$ cat config.mk
export PLATFORM = sky130hd
export DESIGN_NAME = edi_irq_logic
export DESIGN_NICKNAME = d
export VERILOG_FILES = /design/src/design/edi_pkg.sv /design/src/design/edi_irq_logic.sv
export SDC_FILE = /design/constraint.sdc
export NUM_CORES = 1
export LEC_CHECK = 0
export ABC_AREA = 1
export ABC_CLOCK_PERIOD_IN_PS = 3460
export CORE_MARGIN = 2
export CORE_UTILIZATION = 53
export CTS_CLUSTER_SIZE = 20
export DETAILED_ROUTE_END_ITERATION = 10
export DONT_BUFFER_PORTS = 1
export MAX_ROUTING_LAYER = met4
export PLACE_DENSITY_LB_ADDON = 0.05
export SYNTH_ARGS = -nofsm -noshare
export SYNTH_HDL_FRONTEND = slang
export SYNTH_SLANG_ARGS = --single-unit
$ cat constraint.sdc
create_clock -name sys_clk_in -period 3.46 [get_ports sys_clk_in]
set_clock_uncertainty 0.05 [all_clocks]
set_input_delay 0.692 -clock sys_clk_in [delete_from_list [all_inputs] [get_ports sys_clk_in]]
set_output_delay 0.692 -clock sys_clk_in [all_outputs]
set_load 0.03 [all_outputs]
$ cat src/design/edi_pkg.sv
package edi_pkg;
  // Register byte offsets
  localparam logic [7:0] EDI_OFS_RAW     = 8'h00;
  localparam logic [7:0] EDI_OFS_MASKED  = 8'h04;
  localparam logic [7:0] EDI_OFS_ENABLE  = 8'h08;
  localparam logic [7:0] EDI_OFS_CTRL    = 8'h0C;
  localparam logic [7:0] EDI_OFS_DMA_ST  = 8'h10;
  localparam logic [7:0] EDI_OFS_POLL    = 8'h14;
  localparam logic [7:0] EDI_OFS_TS_STAT = 8'h18;
  localparam logic [7:0] EDI_OFS_TS_TGT  = 8'h1C;
  localparam logic [7:0] EDI_OFS_NADDR   = 8'h20;

  // Status bit positions
  localparam int EDI_NSRC   = 15;
  localparam int EDI_S_TXC  = 0;
  localparam int EDI_S_TXS  = 1;
  localparam int EDI_S_TXNB = 2;
  localparam int EDI_S_JAB  = 3;
  localparam int EDI_S_ROVF = 4;
  localparam int EDI_S_TUNF = 5;
  localparam int EDI_S_RXC  = 6;
  localparam int EDI_S_RXNB = 7;
  localparam int EDI_S_RXS  = 8;
  localparam int EDI_S_RWD  = 9;
  localparam int EDI_S_ETX  = 10;
  localparam int EDI_S_BERR = 11;
  localparam int EDI_S_ERX  = 12;
  localparam int EDI_S_PHY  = 13;
  localparam int EDI_S_TS   = 14;
  localparam int EDI_S_ABN  = 15;
  localparam int EDI_S_NRM  = 16;

  // Summary membership
  localparam logic [14:0] EDI_NRM_MASK = 15'h1045;
  localparam logic [14:0] EDI_ABN_MASK = 15'h0FBA;

  // Control and poll bit positions
  localparam int EDI_C_DMA   = 0;
  localparam int EDI_C_TXGO  = 1;
  localparam int EDI_C_RXGO  = 2;
  localparam int EDI_C_JUMBO = 3;
  localparam int EDI_P_TX    = 0;
  localparam int EDI_P_RX    = 1;

  // Frame length limits: 2048 and 10240 bytes
  localparam logic [13:0] EDI_LEN_STD   = 14'h0800;
  localparam logic [13:0] EDI_LEN_JUMBO = 14'h2800;
  localparam logic [13:0] EDI_CNT_SAT   = 14'h3FFF;

  // Perfect-filter address slots, plain default
  localparam logic [7:0] EDI_NUM_ADDR = 8'h04;

  typedef enum logic [1:0] {
    EDI_PROC_STOP = 2'b00,
    EDI_PROC_RUN  = 2'b01,
    EDI_PROC_SUSP = 2'b10
  } edi_proc_t;

  // Event pulses from the DMA, FIFOs and timestamp unit
  typedef struct packed {
    logic       tx_wb_done;
    logic       rx_wb_done;
    logic       rx_first_buf;
    logic       tx_in_fifo;
    logic       rx_ovf;
    logic       tx_unf;
    logic       rx_desc_host;
    logic       tx_desc_host;
    logic       bus_err;
    logic [2:0] err_cause;
    logic       rx_byte;
    logic       rx_end;
    logic       tx_byte;
    logic       tx_end;
    logic       ts_evt;
    logic       ts_tgt;
    logic [3:0] ts_cause;
  } edi_evt_t;

  typedef struct packed {
    logic [14:0] flag;
    logic [16:0] en;
    logic        dma_en;
    logic        tx_go;
    logic        rx_go;
    logic        jumbo;
    logic        ts_tgt_en;
    edi_proc_t   tx_p;
    edi_proc_t   rx_p;
    logic [2:0]  err_cause;
    logic [3:0]  ts_cause;
    logic [13:0] rx_cnt;
    logic [13:0] tx_cnt;
    logic        phy_s1;
    logic        phy_s2;
    logic        phy_prev;
    logic        tx_abort;
    logic        irq;
    logic [31:0] rd_data;
  } edi_state_t;

  localparam edi_state_t EDI_ST_RST = '0;
endpackage : edi_pkg

$ cat src/design/edi_irq_logic.sv
`timescale 1ns/1ps
// Function
// - Only enabled sources reach the interrupt line
// - Status readable raw or masked per read
// - Normal summary ORs four masked sources
// - Abnormal summary ORs nine masked sources
// - Bus error flags, disables DMA, keeps cause
// - Early receive on first buffer filled
// - Early transmit when frame reaches FIFO
// - Receive watchdog beyond 2048 or 10240 bytes
// - Jabber beyond limit aborts, stops transmit
// - Host-owned rx descriptor flags, suspends receive
// - Host-owned tx descriptor flags, suspends transmit
// - Receive complete after descriptor status written
// - Transmit complete after descriptor status updated
// - Underflow flags and suspends transmit
// - Receive overflow raises its flag
// - Stopped flags on entering stop state
// - PHY interrupt raises PHY flag
// - Timestamp flag, cleared by timestamp status read
// - Timestamp targets have separate enable
// - Report number of address slots
// - Selective clear; summaries follow constituents
module edi_irq_logic (
  // Clock and reset
  input  wire logic             sys_clk_in,
  input  wire logic             rst_n_in,
  // Register port
  input  wire logic [7:0]       addr_in,
  input  wire logic [31:0]      wr_data_in,
  input  wire logic             wr_en_in,
  input  wire logic             rd_en_in,
  output logic      [31:0]      rd_data_out,
  // Events and PHY pin
  input  edi_pkg::edi_evt_t     evt_in,
  input  wire logic             phy_irq_in,
  // Processor request and DMA control
  output logic                  irq_out,
  output logic                  dma_en_out,
  output edi_pkg::edi_proc_t    tx_proc_out,
  output edi_pkg::edi_proc_t    rx_proc_out,
  output logic                  tx_abort_out
);
  import edi_pkg::*;

  // State register and its next value
  edi_state_t  st_r;
  edi_state_t  st_nxt;

  // Per-source gating, clears and summaries
  logic [14:0] masked;
  logic [14:0] w1c;
  logic [14:0] flag_nxt;
  logic        nrm_sum;
  logic        abn_sum;
  logic        nrm_gated;
  logic        abn_gated;

  // Register strobe decode
  logic        wr_raw;
  logic        wr_en_reg;
  logic        wr_ctrl;
  logic        wr_poll;
  logic        wr_tgt;
  logic        rd_ts;
  logic        poll_tx;
  logic        poll_rx;

  // Event set vector and length checks
  logic [14:0] set_v;
  logic [13:0] lim;
  logic        rx_cnt_inc;
  logic        tx_cnt_inc;
  logic        rwd_hit;
  logic        jab_hit;

  // Read path
  logic [31:0] rd_mux;

  // Per-source gating, write-one-to-clear, set beats clear
  genvar i;
  generate
    for (i = 0; i < EDI_NSRC; i++) begin : g_src
      assign masked[i] = st_r.flag[i] & st_r.en[i];
      assign w1c[i]    = wr_raw & wr_data_in[i];
      assign flag_nxt[i] = (st_r.flag[i] & ~w1c[i]) | set_v[i];
    end
  endgenerate

  // Summaries from masked constituents only
  assign nrm_sum = |(masked & EDI_NRM_MASK);
  assign abn_sum = |(masked & EDI_ABN_MASK);

  // Summaries gated by their own enables
  assign nrm_gated = nrm_sum & st_r.en[EDI_S_NRM];
  assign abn_gated = abn_sum & st_r.en[EDI_S_ABN];

  // Address decode
  assign wr_raw    = wr_en_in && (addr_in == EDI_OFS_RAW);
  assign wr_en_reg = wr_en_in && (addr_in == EDI_OFS_ENABLE);
  assign wr_ctrl   = wr_en_in && (addr_in == EDI_OFS_CTRL);
  assign wr_poll   = wr_en_in && (addr_in == EDI_OFS_POLL);
  assign wr_tgt    = wr_en_in && (addr_in == EDI_OFS_TS_TGT);
  assign rd_ts     = rd_en_in && (addr_in == EDI_OFS_TS_STAT);
  assign poll_tx   = wr_poll && wr_data_in[EDI_P_TX];
  assign poll_rx   = wr_poll && wr_data_in[EDI_P_RX];

  // Frame length limit and overrun detection
  assign lim     = st_r.jumbo ? EDI_LEN_JUMBO : EDI_LEN_STD;
  assign rwd_hit = evt_in.rx_byte && (st_r.rx_cnt == lim);
  assign jab_hit = evt_in.tx_byte && (st_r.tx_cnt == lim);
  assign rx_cnt_inc = evt_in.rx_byte && (st_r.rx_cnt != EDI_CNT_SAT);
  assign tx_cnt_inc = evt_in.tx_byte && (st_r.tx_cnt != EDI_CNT_SAT);

  // Read multiplexer
  always_comb begin
    rd_mux = 32'h0000_0000;
    case (addr_in)
      // Raw flags; summaries ignore their own enables
      EDI_OFS_RAW: begin
        rd_mux[14:0]      = st_r.flag;
        rd_mux[EDI_S_ABN] = abn_sum;
        rd_mux[EDI_S_NRM] = nrm_sum;
      end
      EDI_OFS_MASKED: begin
        rd_mux[14:0]      = masked;
        rd_mux[EDI_S_ABN] = abn_gated;
        rd_mux[EDI_S_NRM] = nrm_gated;
      end
      EDI_OFS_ENABLE: begin
        rd_mux[16:0] = st_r.en;
      end
      EDI_OFS_CTRL: begin
        rd_mux[EDI_C_DMA]   = st_r.dma_en;
        rd_mux[EDI_C_TXGO]  = st_r.tx_go;
        rd_mux[EDI_C_RXGO]  = st_r.rx_go;
        rd_mux[EDI_C_JUMBO] = st_r.jumbo;
      end
      EDI_OFS_DMA_ST: begin
        rd_mux[1:0] = st_r.tx_p;
        rd_mux[3:2] = st_r.rx_p;
        rd_mux[6:4] = st_r.err_cause;
      end
      EDI_OFS_TS_STAT: begin
        rd_mux[3:0] = st_r.ts_cause;
      end
      EDI_OFS_TS_TGT: begin
        rd_mux[0] = st_r.ts_tgt_en;
      end
      // Slot count is a fixed constant
      EDI_OFS_NADDR: begin
        rd_mux[7:0] = EDI_NUM_ADDR;
      end
      // Unmapped offsets read as zero
      default: begin
        rd_mux = 32'h0000_0000;
      end
    endcase
  end

  // Event set vector
  always_comb begin
    set_v = 15'h0000;
    set_v[EDI_S_TXC]  = evt_in.tx_wb_done;
    set_v[EDI_S_RXC]  = evt_in.rx_wb_done;
    set_v[EDI_S_ERX]  = evt_in.rx_first_buf;
    set_v[EDI_S_ETX]  = evt_in.tx_in_fifo;
    set_v[EDI_S_ROVF] = evt_in.rx_ovf;
    set_v[EDI_S_TUNF] = evt_in.tx_unf;
    set_v[EDI_S_RXNB] = evt_in.rx_desc_host;
    set_v[EDI_S_TXNB] = evt_in.tx_desc_host;
    set_v[EDI_S_BERR] = evt_in.bus_err;
    set_v[EDI_S_RWD]  = rwd_hit;
    set_v[EDI_S_JAB]  = jab_hit;
    set_v[EDI_S_PHY]  = st_r.phy_s2 & ~st_r.phy_prev;
    set_v[EDI_S_TS]   = evt_in.ts_evt |
                        (evt_in.ts_tgt & st_r.ts_tgt_en);
  end

  // Next state
  always_comb begin
    st_nxt = st_r;

    // PHY pin two-stage synchroniser
    st_nxt.phy_s1   = phy_irq_in;
    st_nxt.phy_s2   = st_r.phy_s1;

    // Edge memory of the synchronised level
    st_nxt.phy_prev = st_r.phy_s2;

    // Source and summary enables
    if (wr_en_reg) begin
      st_nxt.en = wr_data_in[16:0];
    end

    // DMA and process control
    if (wr_ctrl) begin
      st_nxt.dma_en = wr_data_in[EDI_C_DMA];
      st_nxt.tx_go  = wr_data_in[EDI_C_TXGO];
      st_nxt.rx_go  = wr_data_in[EDI_C_RXGO];
      st_nxt.jumbo  = wr_data_in[EDI_C_JUMBO];
    end

    // Timestamp target enable
    if (wr_tgt) begin
      st_nxt.ts_tgt_en = wr_data_in[0];
    end

    // Fatal bus error wins over a same-cycle enable write
    if (evt_in.bus_err) begin
      st_nxt.dma_en    = 1'b0;
      st_nxt.err_cause = evt_in.err_cause;
    end

    // Receive length counter
    if (evt_in.rx_end) begin
      st_nxt.rx_cnt = 14'h0000;
    end else if (rx_cnt_inc) begin
      st_nxt.rx_cnt = st_r.rx_cnt + 14'h0001;
    end

    // Transmit jabber counter
    if (evt_in.tx_end || jab_hit) begin
      st_nxt.tx_cnt = 14'h0000;
    end else if (tx_cnt_inc) begin
      st_nxt.tx_cnt = st_r.tx_cnt + 14'h0001;
    end

    // Abort pulse for the transmitter on jabber
    st_nxt.tx_abort = jab_hit;

    // Transmit process
    case (st_r.tx_p)
      // Start once go and DMA enable are stored; jabber holds stop
      EDI_PROC_STOP: begin
        if (st_r.tx_go && st_r.dma_en && !jab_hit) begin
          st_nxt.tx_p = EDI_PROC_RUN;
        end
      end
      // Jabber stops; underflow or host descriptor suspends
      EDI_PROC_RUN: begin
        if (jab_hit) begin
          st_nxt.tx_p = EDI_PROC_STOP;
        end else if (evt_in.tx_unf || evt_in.tx_desc_host) begin
          st_nxt.tx_p = EDI_PROC_SUSP;
        end
      end
      // Poll demand resumes a suspended transmitter
      EDI_PROC_SUSP: begin
        if (jab_hit) begin
          st_nxt.tx_p = EDI_PROC_STOP;
        end else if (poll_tx) begin
          st_nxt.tx_p = EDI_PROC_RUN;
        end
      end
      // Unused code falls back to stop
      default: begin
        st_nxt.tx_p = EDI_PROC_STOP;
      end
    endcase

    // Go or DMA enable cleared forces stop
    if (!st_nxt.tx_go || !st_nxt.dma_en) begin
      st_nxt.tx_p = EDI_PROC_STOP;
    end

    // Receive process
    case (st_r.rx_p)
      // Start once go and DMA enable are stored
      EDI_PROC_STOP: begin
        if (st_r.rx_go && st_r.dma_en) begin
          st_nxt.rx_p = EDI_PROC_RUN;
        end
      end
      // Host-owned descriptor suspends the receiver
      EDI_PROC_RUN: begin
        if (evt_in.rx_desc_host) begin
          st_nxt.rx_p = EDI_PROC_SUSP;
        end
      end
      // Poll demand resumes a suspended receiver
      EDI_PROC_SUSP: begin
        if (poll_rx) begin
          st_nxt.rx_p = EDI_PROC_RUN;
        end
      end
      // Unused code falls back to stop
      default: begin
        st_nxt.rx_p = EDI_PROC_STOP;
      end
    endcase

    // Go or DMA enable cleared forces stop
    if (!st_nxt.rx_go || !st_nxt.dma_en) begin
      st_nxt.rx_p = EDI_PROC_STOP;
    end

    // Sticky flags, set beats clear
    st_nxt.flag = flag_nxt;

    // Stopped flags on a run or suspend to stop change
    if (st_r.tx_p != EDI_PROC_STOP && st_nxt.tx_p == EDI_PROC_STOP) begin
      st_nxt.flag[EDI_S_TXS] = 1'b1;
    end
    if (st_r.rx_p != EDI_PROC_STOP && st_nxt.rx_p == EDI_PROC_STOP) begin
      st_nxt.flag[EDI_S_RXS] = 1'b1;
    end

    // Timestamp cause, read clears cause and flag
    if (rd_ts) begin
      st_nxt.ts_cause       = 4'h0;
      st_nxt.flag[EDI_S_TS] = set_v[EDI_S_TS];
    end

    // Cause bits gather until the next status read
    st_nxt.ts_cause = st_nxt.ts_cause |
                      (evt_in.ts_evt ? evt_in.ts_cause : 4'h0);

    // Processor request from enabled summaries and side sources
    st_nxt.irq = nrm_gated | abn_gated |
                 masked[EDI_S_PHY] | masked[EDI_S_TS];

    // Read data stands only in the cycle after the strobe
    st_nxt.rd_data = rd_en_in ? rd_mux : 32'h0000_0000;
  end

  // State register
  always_ff @(posedge sys_clk_in) begin
    if (!rst_n_in) begin
      st_r <= EDI_ST_RST;
    end else begin
      st_r <= st_nxt;
    end
  end

  // Outputs straight from state
  assign rd_data_out  = st_r.rd_data;
  assign irq_out      = st_r.irq;
  assign dma_en_out   = st_r.dma_en;
  assign tx_proc_out  = st_r.tx_p;
  assign rx_proc_out  = st_r.rx_p;
  assign tx_abort_out = st_r.tx_abort;
endmodule : edi_irq_logic

Word level (Yosys, flattened, before mapping)
Index checks and enable logic that the tools add are counted.
{ "op_classes": {"addsub": 2, "mul": 0, "div": 0, "n_lt_le_gt_ge": 0, "eq_ne": 16, "shifts": 0, "n_mux": 25, "n_bitwise": 84, "reduce_logical": 37} }
{ "ops": {"columns": ["operator", "n"], "rows": [
  ["AND 1 bit", 49],
  ["equality test 8 x 5 -> 1 bit (second input constant)", 4],
  ["adder 14 x 1 -> 14 bit (second input constant)", 2],
  ["equality test 14 bit", 2],
  ["!= test 14 bit (second input constant)", 2],
  ["one-hot mux 9 bit (3 select lines)", 1],
  ["one-hot mux 3 bit (7 select lines)", 1],
  ["two-way mux 2 bit", 10],
  ["logical AND 1 bit", 17],
  ["inverter 1 bit", 17],
  ["bitwise OR 1 bit", 17],
  ["equality test 8 x 4 -> 1 bit (second input constant)", 2],
  ["two-way mux 14 bit", 1],
  ["two-way mux 4 bit", 3],
  ["one-hot mux 2 bit (3 select lines)", 2],
  ["one-hot mux 3 bit (4 select lines)", 1],
  ["OR reduction 9 bit", 1],
  ["equality test 8 x 3 -> 1 bit (second input constant)", 1],
  ["equality test 8 x 6 -> 1 bit (second input constant)", 1],
  ["logical NOT 2 bit", 4],
  ["logical NOT 8 bit", 1],
  ["one-hot mux 1 bit (7 select lines)", 1],
  ["equality test 2 x 1 -> 1 bit (second input constant)", 2],
  ["equality test 2 bit (second input constant)", 2],
  ["9 further kinds", 20]
]} }
{ "totals": {"register_bits": 113, "latchBits": 0, "ram_bits": 0, "mem_bits_ro": 0, "output_inout_bits": 39, "word_cells": 184, "mem_count": 0} }

Longest topological paths before layout
{ "logic_depth": {"ltp_word": 11, "ltp_mapped": 11} }

Least setup slack after synthesis
No wires, ideal clock.
{ "synth_timing": {"kind": "input to register", "startpoint": "in addr_in[1]", "endpoint": "reg st_r[105] (netlist name)", "setup_ps": 132, "t_arrival_ps": 1788, "required_ps": 3278, "path_slack_ps": 1489, "path_stages": 11, "path_buffers": 1, "path_cell_list": "nor2_2 nand2_1 nor2_4 inv_2 nor2_8 inv_2 nor2_4 inv_2 buf_6 o21ai_2 a21oi_1"} }
{ "synth_between": {"elab_chain_len": 6} }
{ "synth_rtl": {"columns": ["element", "line_no", "source"], "rows": [
  ["from (decl)", "edi_irq_logic.sv:29", "input wire logic [7:0] addr_in,"],
  ["logical NOT 8 bit", "edi_irq_logic.sv:99", "assign wr_raw = wr_en_in && (addr_in == EDI_OFS_RAW);"],
  ["logical AND 1 bit", "edi_irq_logic.sv:99", null],
  ["AND 1 bit", "edi_irq_logic.sv:85", "assign w1c[i] = wr_raw & wr_data_in[i];"],
  ["inverter 1 bit", "edi_irq_logic.sv:86", "assign flag_nxt[i] = (st_r.flag[i] & ~w1c[i]) | set_v[i];"],
  ["AND 1 bit", "edi_irq_logic.sv:86", null],
  ["bitwise OR 1 bit", "edi_irq_logic.sv:86", null],
  ["to (signal assigned)", "edi_irq_logic.sv:332", "st_r <= st_nxt;"],
  ["to (decl)", "edi_irq_logic.sv:47", "edi_state_t st_r;"]
]} }
Every way passes these cells.
A chain may end at the register's enable or synchronous reset.

Worst setup path in the final report
{ "layout_timing": {"startpoint": "in addr_in[0]", "endpoint": "reg st_r[95] (netlist name)"} }
{ "layout_between": {"elab_chain_len": 2} }
{ "layout_rtl": {"columns": ["element", "line_no", "source"], "rows": [
  ["equality test 8 x 4 -> 1 bit", "edi_irq_logic.sv:100", "assign wr_en_reg = wr_en_in && (addr_in == EDI_OFS_ENABLE);"],
  ["logical AND 1 bit", "edi_irq_logic.sv:100", null]
]} }
Every way passes these cells.

==> summary.md <==
| Metric | Value |
|---|---|
| Outcome | `finished clean` |
| Arrival time reported for the critical path endpoint | `2260 ps` |
| Cell mode on critical path | `sky130_fd_sc_hd__inv_2` |
| Average wire per standard cell | `14.66 µm` |
| Setup TNS | `0 ps` |
| Maximum clock rate | `490.0 MHz` |
| Total number of H-tree levels | `3` |
| Sort of element at the end of the critical path | `flop` |
| ANT nets after route | `0` |
| Crit Reg-Reg Endpoint | `st_r[40]` |
| Post-synthesis sequential element count | `98` |
| Final clock period utilization by the worst path | `58.99%` |
| Die width | `101.0 µm` |
| Worst-path clk slew | `100 ps` |
| Die Ht | `101.0 µm` |
| Number of warning messages in the yosys log | `0` |
| Root Buffer Master | `sky130_fd_sc_hd__clkbuf_8` |
| HPWL Detailed | `8.735 mm` |
| VDD IR-drop max | `0.0002199 V` |
| Commonest non-fill, non-tap cell in the layout | `sky130_fd_sc_hd__nand2_1` |
| Vias per Instance | `5.385` |
| Initial antenna violation count | `0` |
| Initial cell density of the core | `54.20%` |
| Row count | `35` |
| Total global routing track utilization | `24.41%` |
| Post-synth cell types | `40` |
| Max-slew violation total from the final report | `0` |
| Worst-case register-to-register setup slack | `1520 ps` |
| Largest fanout on the critical path | `27` |
| Layout Cell Area excl Fill | `5050 µm²` |
| Global-route wire length before repair | `18.88 mm` |
| Length in cells of the worst reg-to-reg path | `9` |
| Power density cells | `398.3 nW/µm²` |
| Total die area | `10200 µm²` |
| Post-CTS repair timing setup buffer count | `0` |
| RSZ-0062 raised after global routing | `false` |
| Iteration-0 DRC Markers | `225` |
| Hold buffer count at CTS | `0` |
| Num CTS Buffers | `9` |
| Largest area contributor in the synthesized netlist | `sky130_fd_sc_hd__dfxtp_1` |
| Worst Max-Slew Pin Slew | `488.5 ps` |
| Leak pwr | `2.040 nW` |
| CP peak stage delay | `350 ps` |
| Drt pass-1 iters | `5` |
| Final hold violation count | `0` |
| Endpoint of the most critical setup path | `st_r[95]` |
| Cell at the slowest stage of the critical path | `sky130_fd_sc_hd__nor2_8` |
| Resized cells post-CTS | `0` |
| Synth Cell Area | `4985 µm²` |
| Area added between synthesis and finish | `1.305%` |
| Post-DP Area | `4855 µm²` |
| RD Place Congestion | `0.8575` |
| Most frequent cells in the layout | `sky130_fd_sc_hd__nand2_1 (143), sky130_fd_sc_hd__dfxtp_1 (98), sky130_fd_sc_hd__inv_1 (97)` |
| Fin nets | `756` |
| Series of cell instances along the critical path | `inv_1 > nand2_1 > nor4_4 > buf_4 > inv_2 > nor2_8 > inv_2 > o21ai_0 > a21oi_1` |
| Critical path startpoint | `addr_in[0]` |
| CORE AREA | `9196 µm²` |
| R2R Path Start | `st_r[37]` |
| Leading cell types by total area after synthesis | `sky130_fd_sc_hd__dfxtp_1 (39%), sky130_fd_sc_hd__nand2_1 (11%), sky130_fd_sc_hd__inv_1 (7.3%)` |
| Congestion Overflow GR | `0` |
| Clk sink count | `98` |
| Buffer levels on the longest clock path | `2` |
| Area fraction of the dominant cell type after synthesis | `39.36%` |
| Number of maximum-capacitance constraint violations | `0` |
| Shortest clock period the worst path allows after layout | `2041 ps` |
| Kind of critical path | `input port to flop` |
| Slew margin rel. | `67.16%` |
| Clock tree from TritonCTS | `built` |
| # DRC | `0` |
| Hold path depth | `1` |
| Number of primary I/O pins | `106` |
| Worst-skew pair later-pin latency | `370 ps` |
| Final-report setup violation count | `0` |
| Path category of the worst min-delay check | `flop to flop` |
| Sequential fraction of the synthesis area | `39.36%` |
| Crit path launch type | `input port` |
| Layout cells sized above 1 | `8.551%` |
| Fillcell total | `938` |
| Vias after detailed routing | `4313` |
| Input/output buffers | `0` |
| Largest net degree at the start of global routing | `30` |
| Number of global-route vias before repair | `3875` |
| Syn_area_per_cell | `7.081 µm²` |
| Count of antenna diodes in the layout | `0` |
| Syn Inst Count | `704` |
| Routed WL | `11.74 mm` |
| WP data required | `3670 ps` |
-- cells by family (layout without fill, tap and decap cells) --
| kind of cell | after synthesis | in the layout | share of synthesized area [%] |
|---|---|---|---|
| AO/OA/AOI/OAI | 161 | 161 | 18.20 |
| flip-flops | 98 | 98 | 39.36 |
| AND/OR/NAND/NOR | 280 | 280 | 25.43 |
| buffers and inverters | 155 | 127 | 15.06 |
| XOR/XNOR | 5 | 5 | 0.8785 |
| other | 1 | 15 | 0.07523 |
| adder cells (fa/ha/maj) | 4 | 4 | 1.004 |
-- worst min path at each step --
stage          slack [ps]          to        from
3_5_place_dp          360   st_r[111]    st_r[34]
6_report              370   st_r[111]    st_r[34]
2_1_floorplan         340  st_nxt[34]  st_nxt[35]
4_1_cts               360  st_nxt[34]    rst_n_in
5_1_grt               370  st_nxt[35]    rst_n_in
3_3_place_gp          350  st_nxt[34]  st_nxt[35]
-- worst max-delay path, delay by kind of cell --
| family | cells | cell delay, ps |
|---|---|---|
| buffers and inverters | 4 | 570 |
| and+or+nand+nor | 3 | 750 |
| AOI/OAI and AO/OA | 2 | 230 |
-- where the power goes --
group          internal, W  switching (W)
logic            0.0000268      0.0000826
clock network     0.000299       0.000442
registers          0.00115      0.0000137
-- sequential cells by signal, indices dropped and copies added (netlist names) --
signal and cells:
st_r 72, rd_data_out 17, rx_proc_out 2, st_nxt 2
tx_proc_out 2, dma_en_out 1, irq_out 1, tx_abort_out 1
-- metrics by stage --
step           worst slack (ps)  std cells  hold slack, ps  util (%)  total power [W]
2_1_floorplan              1489        718           340.5         -         0.001290
3_3_place_gp               1093        785           354.5     52.79         0.001293
3_5_place_dp               1043        785           360.8     52.79         0.001295
4_1_cts                    1457        801           356.6     54.91         0.002035
5_1_grt                    1244        801           366.1     54.91         0.002103
6_report                   1419        801           370.4     54.91         0.002011
-- cell type report --
cell class | count | area [µm²] | share of cell area (%)
clock inverter | 6 | 57.56 | 1.140
tap | 111 | 138.9 | 2.750
clock buffer | 10 | 137.6 | 2.725
inverter | 108 | 406.6 | 8.053
multi-input combinational | 465 | 2325 | 46.04
timing repair buffer | 3 | 22.52 | 0.4460
sequential | 98 | 1962 | 38.85
-- cells in the mapped netlist --
library cell and number:
sky130_fd_sc_hd__nor3_1 19, sky130_fd_sc_hd__nor4_1 2, sky130_fd_sc_hd__o21a_1 2, sky130_fd_sc_hd__nand2_4 1, sky130_fd_sc_hd__ha_1 4, sky130_fd_sc_hd__nand3_1 36, sky130_fd_sc_hd__a21oi_2 4, sky130_fd_sc_hd__buf_4 38
sky130_fd_sc_hd__nand3_2 1, sky130_fd_sc_hd__inv_2 10, sky130_fd_sc_hd__nor3_2 1, sky130_fd_sc_hd__clkinv_2 1, sky130_fd_sc_hd__o21ai_1 10, sky130_fd_sc_hd__clkbuf_1 3, sky130_fd_sc_hd__a21oi_1 70, sky130_fd_sc_hd__nor4_4 1
sky130_fd_sc_hd__nor2_8 2, sky130_fd_sc_hd__nor2_2 2, sky130_fd_sc_hd__nand3b_1 1, sky130_fd_sc_hd__buf_6 3, sky130_fd_sc_hd__conb_1 1, sky130_fd_sc_hd__inv_1 97, sky130_fd_sc_hd__a31o_2 1, sky130_fd_sc_hd__o211ai_1 10
sky130_fd_sc_hd__nor2_1 55, sky130_fd_sc_hd__buf_2 2, sky130_fd_sc_hd__a31oi_1 4, sky130_fd_sc_hd__nand2_1 143, sky130_fd_sc_hd__xor2_1 5, sky130_fd_sc_hd__o21ai_0 43, sky130_fd_sc_hd__dfxtp_1 98, sky130_fd_sc_hd__buf_1 1
sky130_fd_sc_hd__nand4_1 8, sky130_fd_sc_hd__o21ai_2 10, sky130_fd_sc_hd__nor3b_1 2, sky130_fd_sc_hd__nor4_2 1, sky130_fd_sc_hd__a211oi_1 1, sky130_fd_sc_hd__nor2_4 3, sky130_fd_sc_hd__o22ai_1 6, sky130_fd_sc_hd__nand2_2 2
-- routing by layer --
layer  vias to the layer above  share of wire [%]  global-route usage (%)
met5                         -                  0                       -
met4                         0               0.81                   4.990
met3                        11                7.7                   5.825
met2                       134                 44                   35.49
met1                      1963                 47                   34.65
li1                       2205                  -                       -
Power figures use the tool's default switching activity.
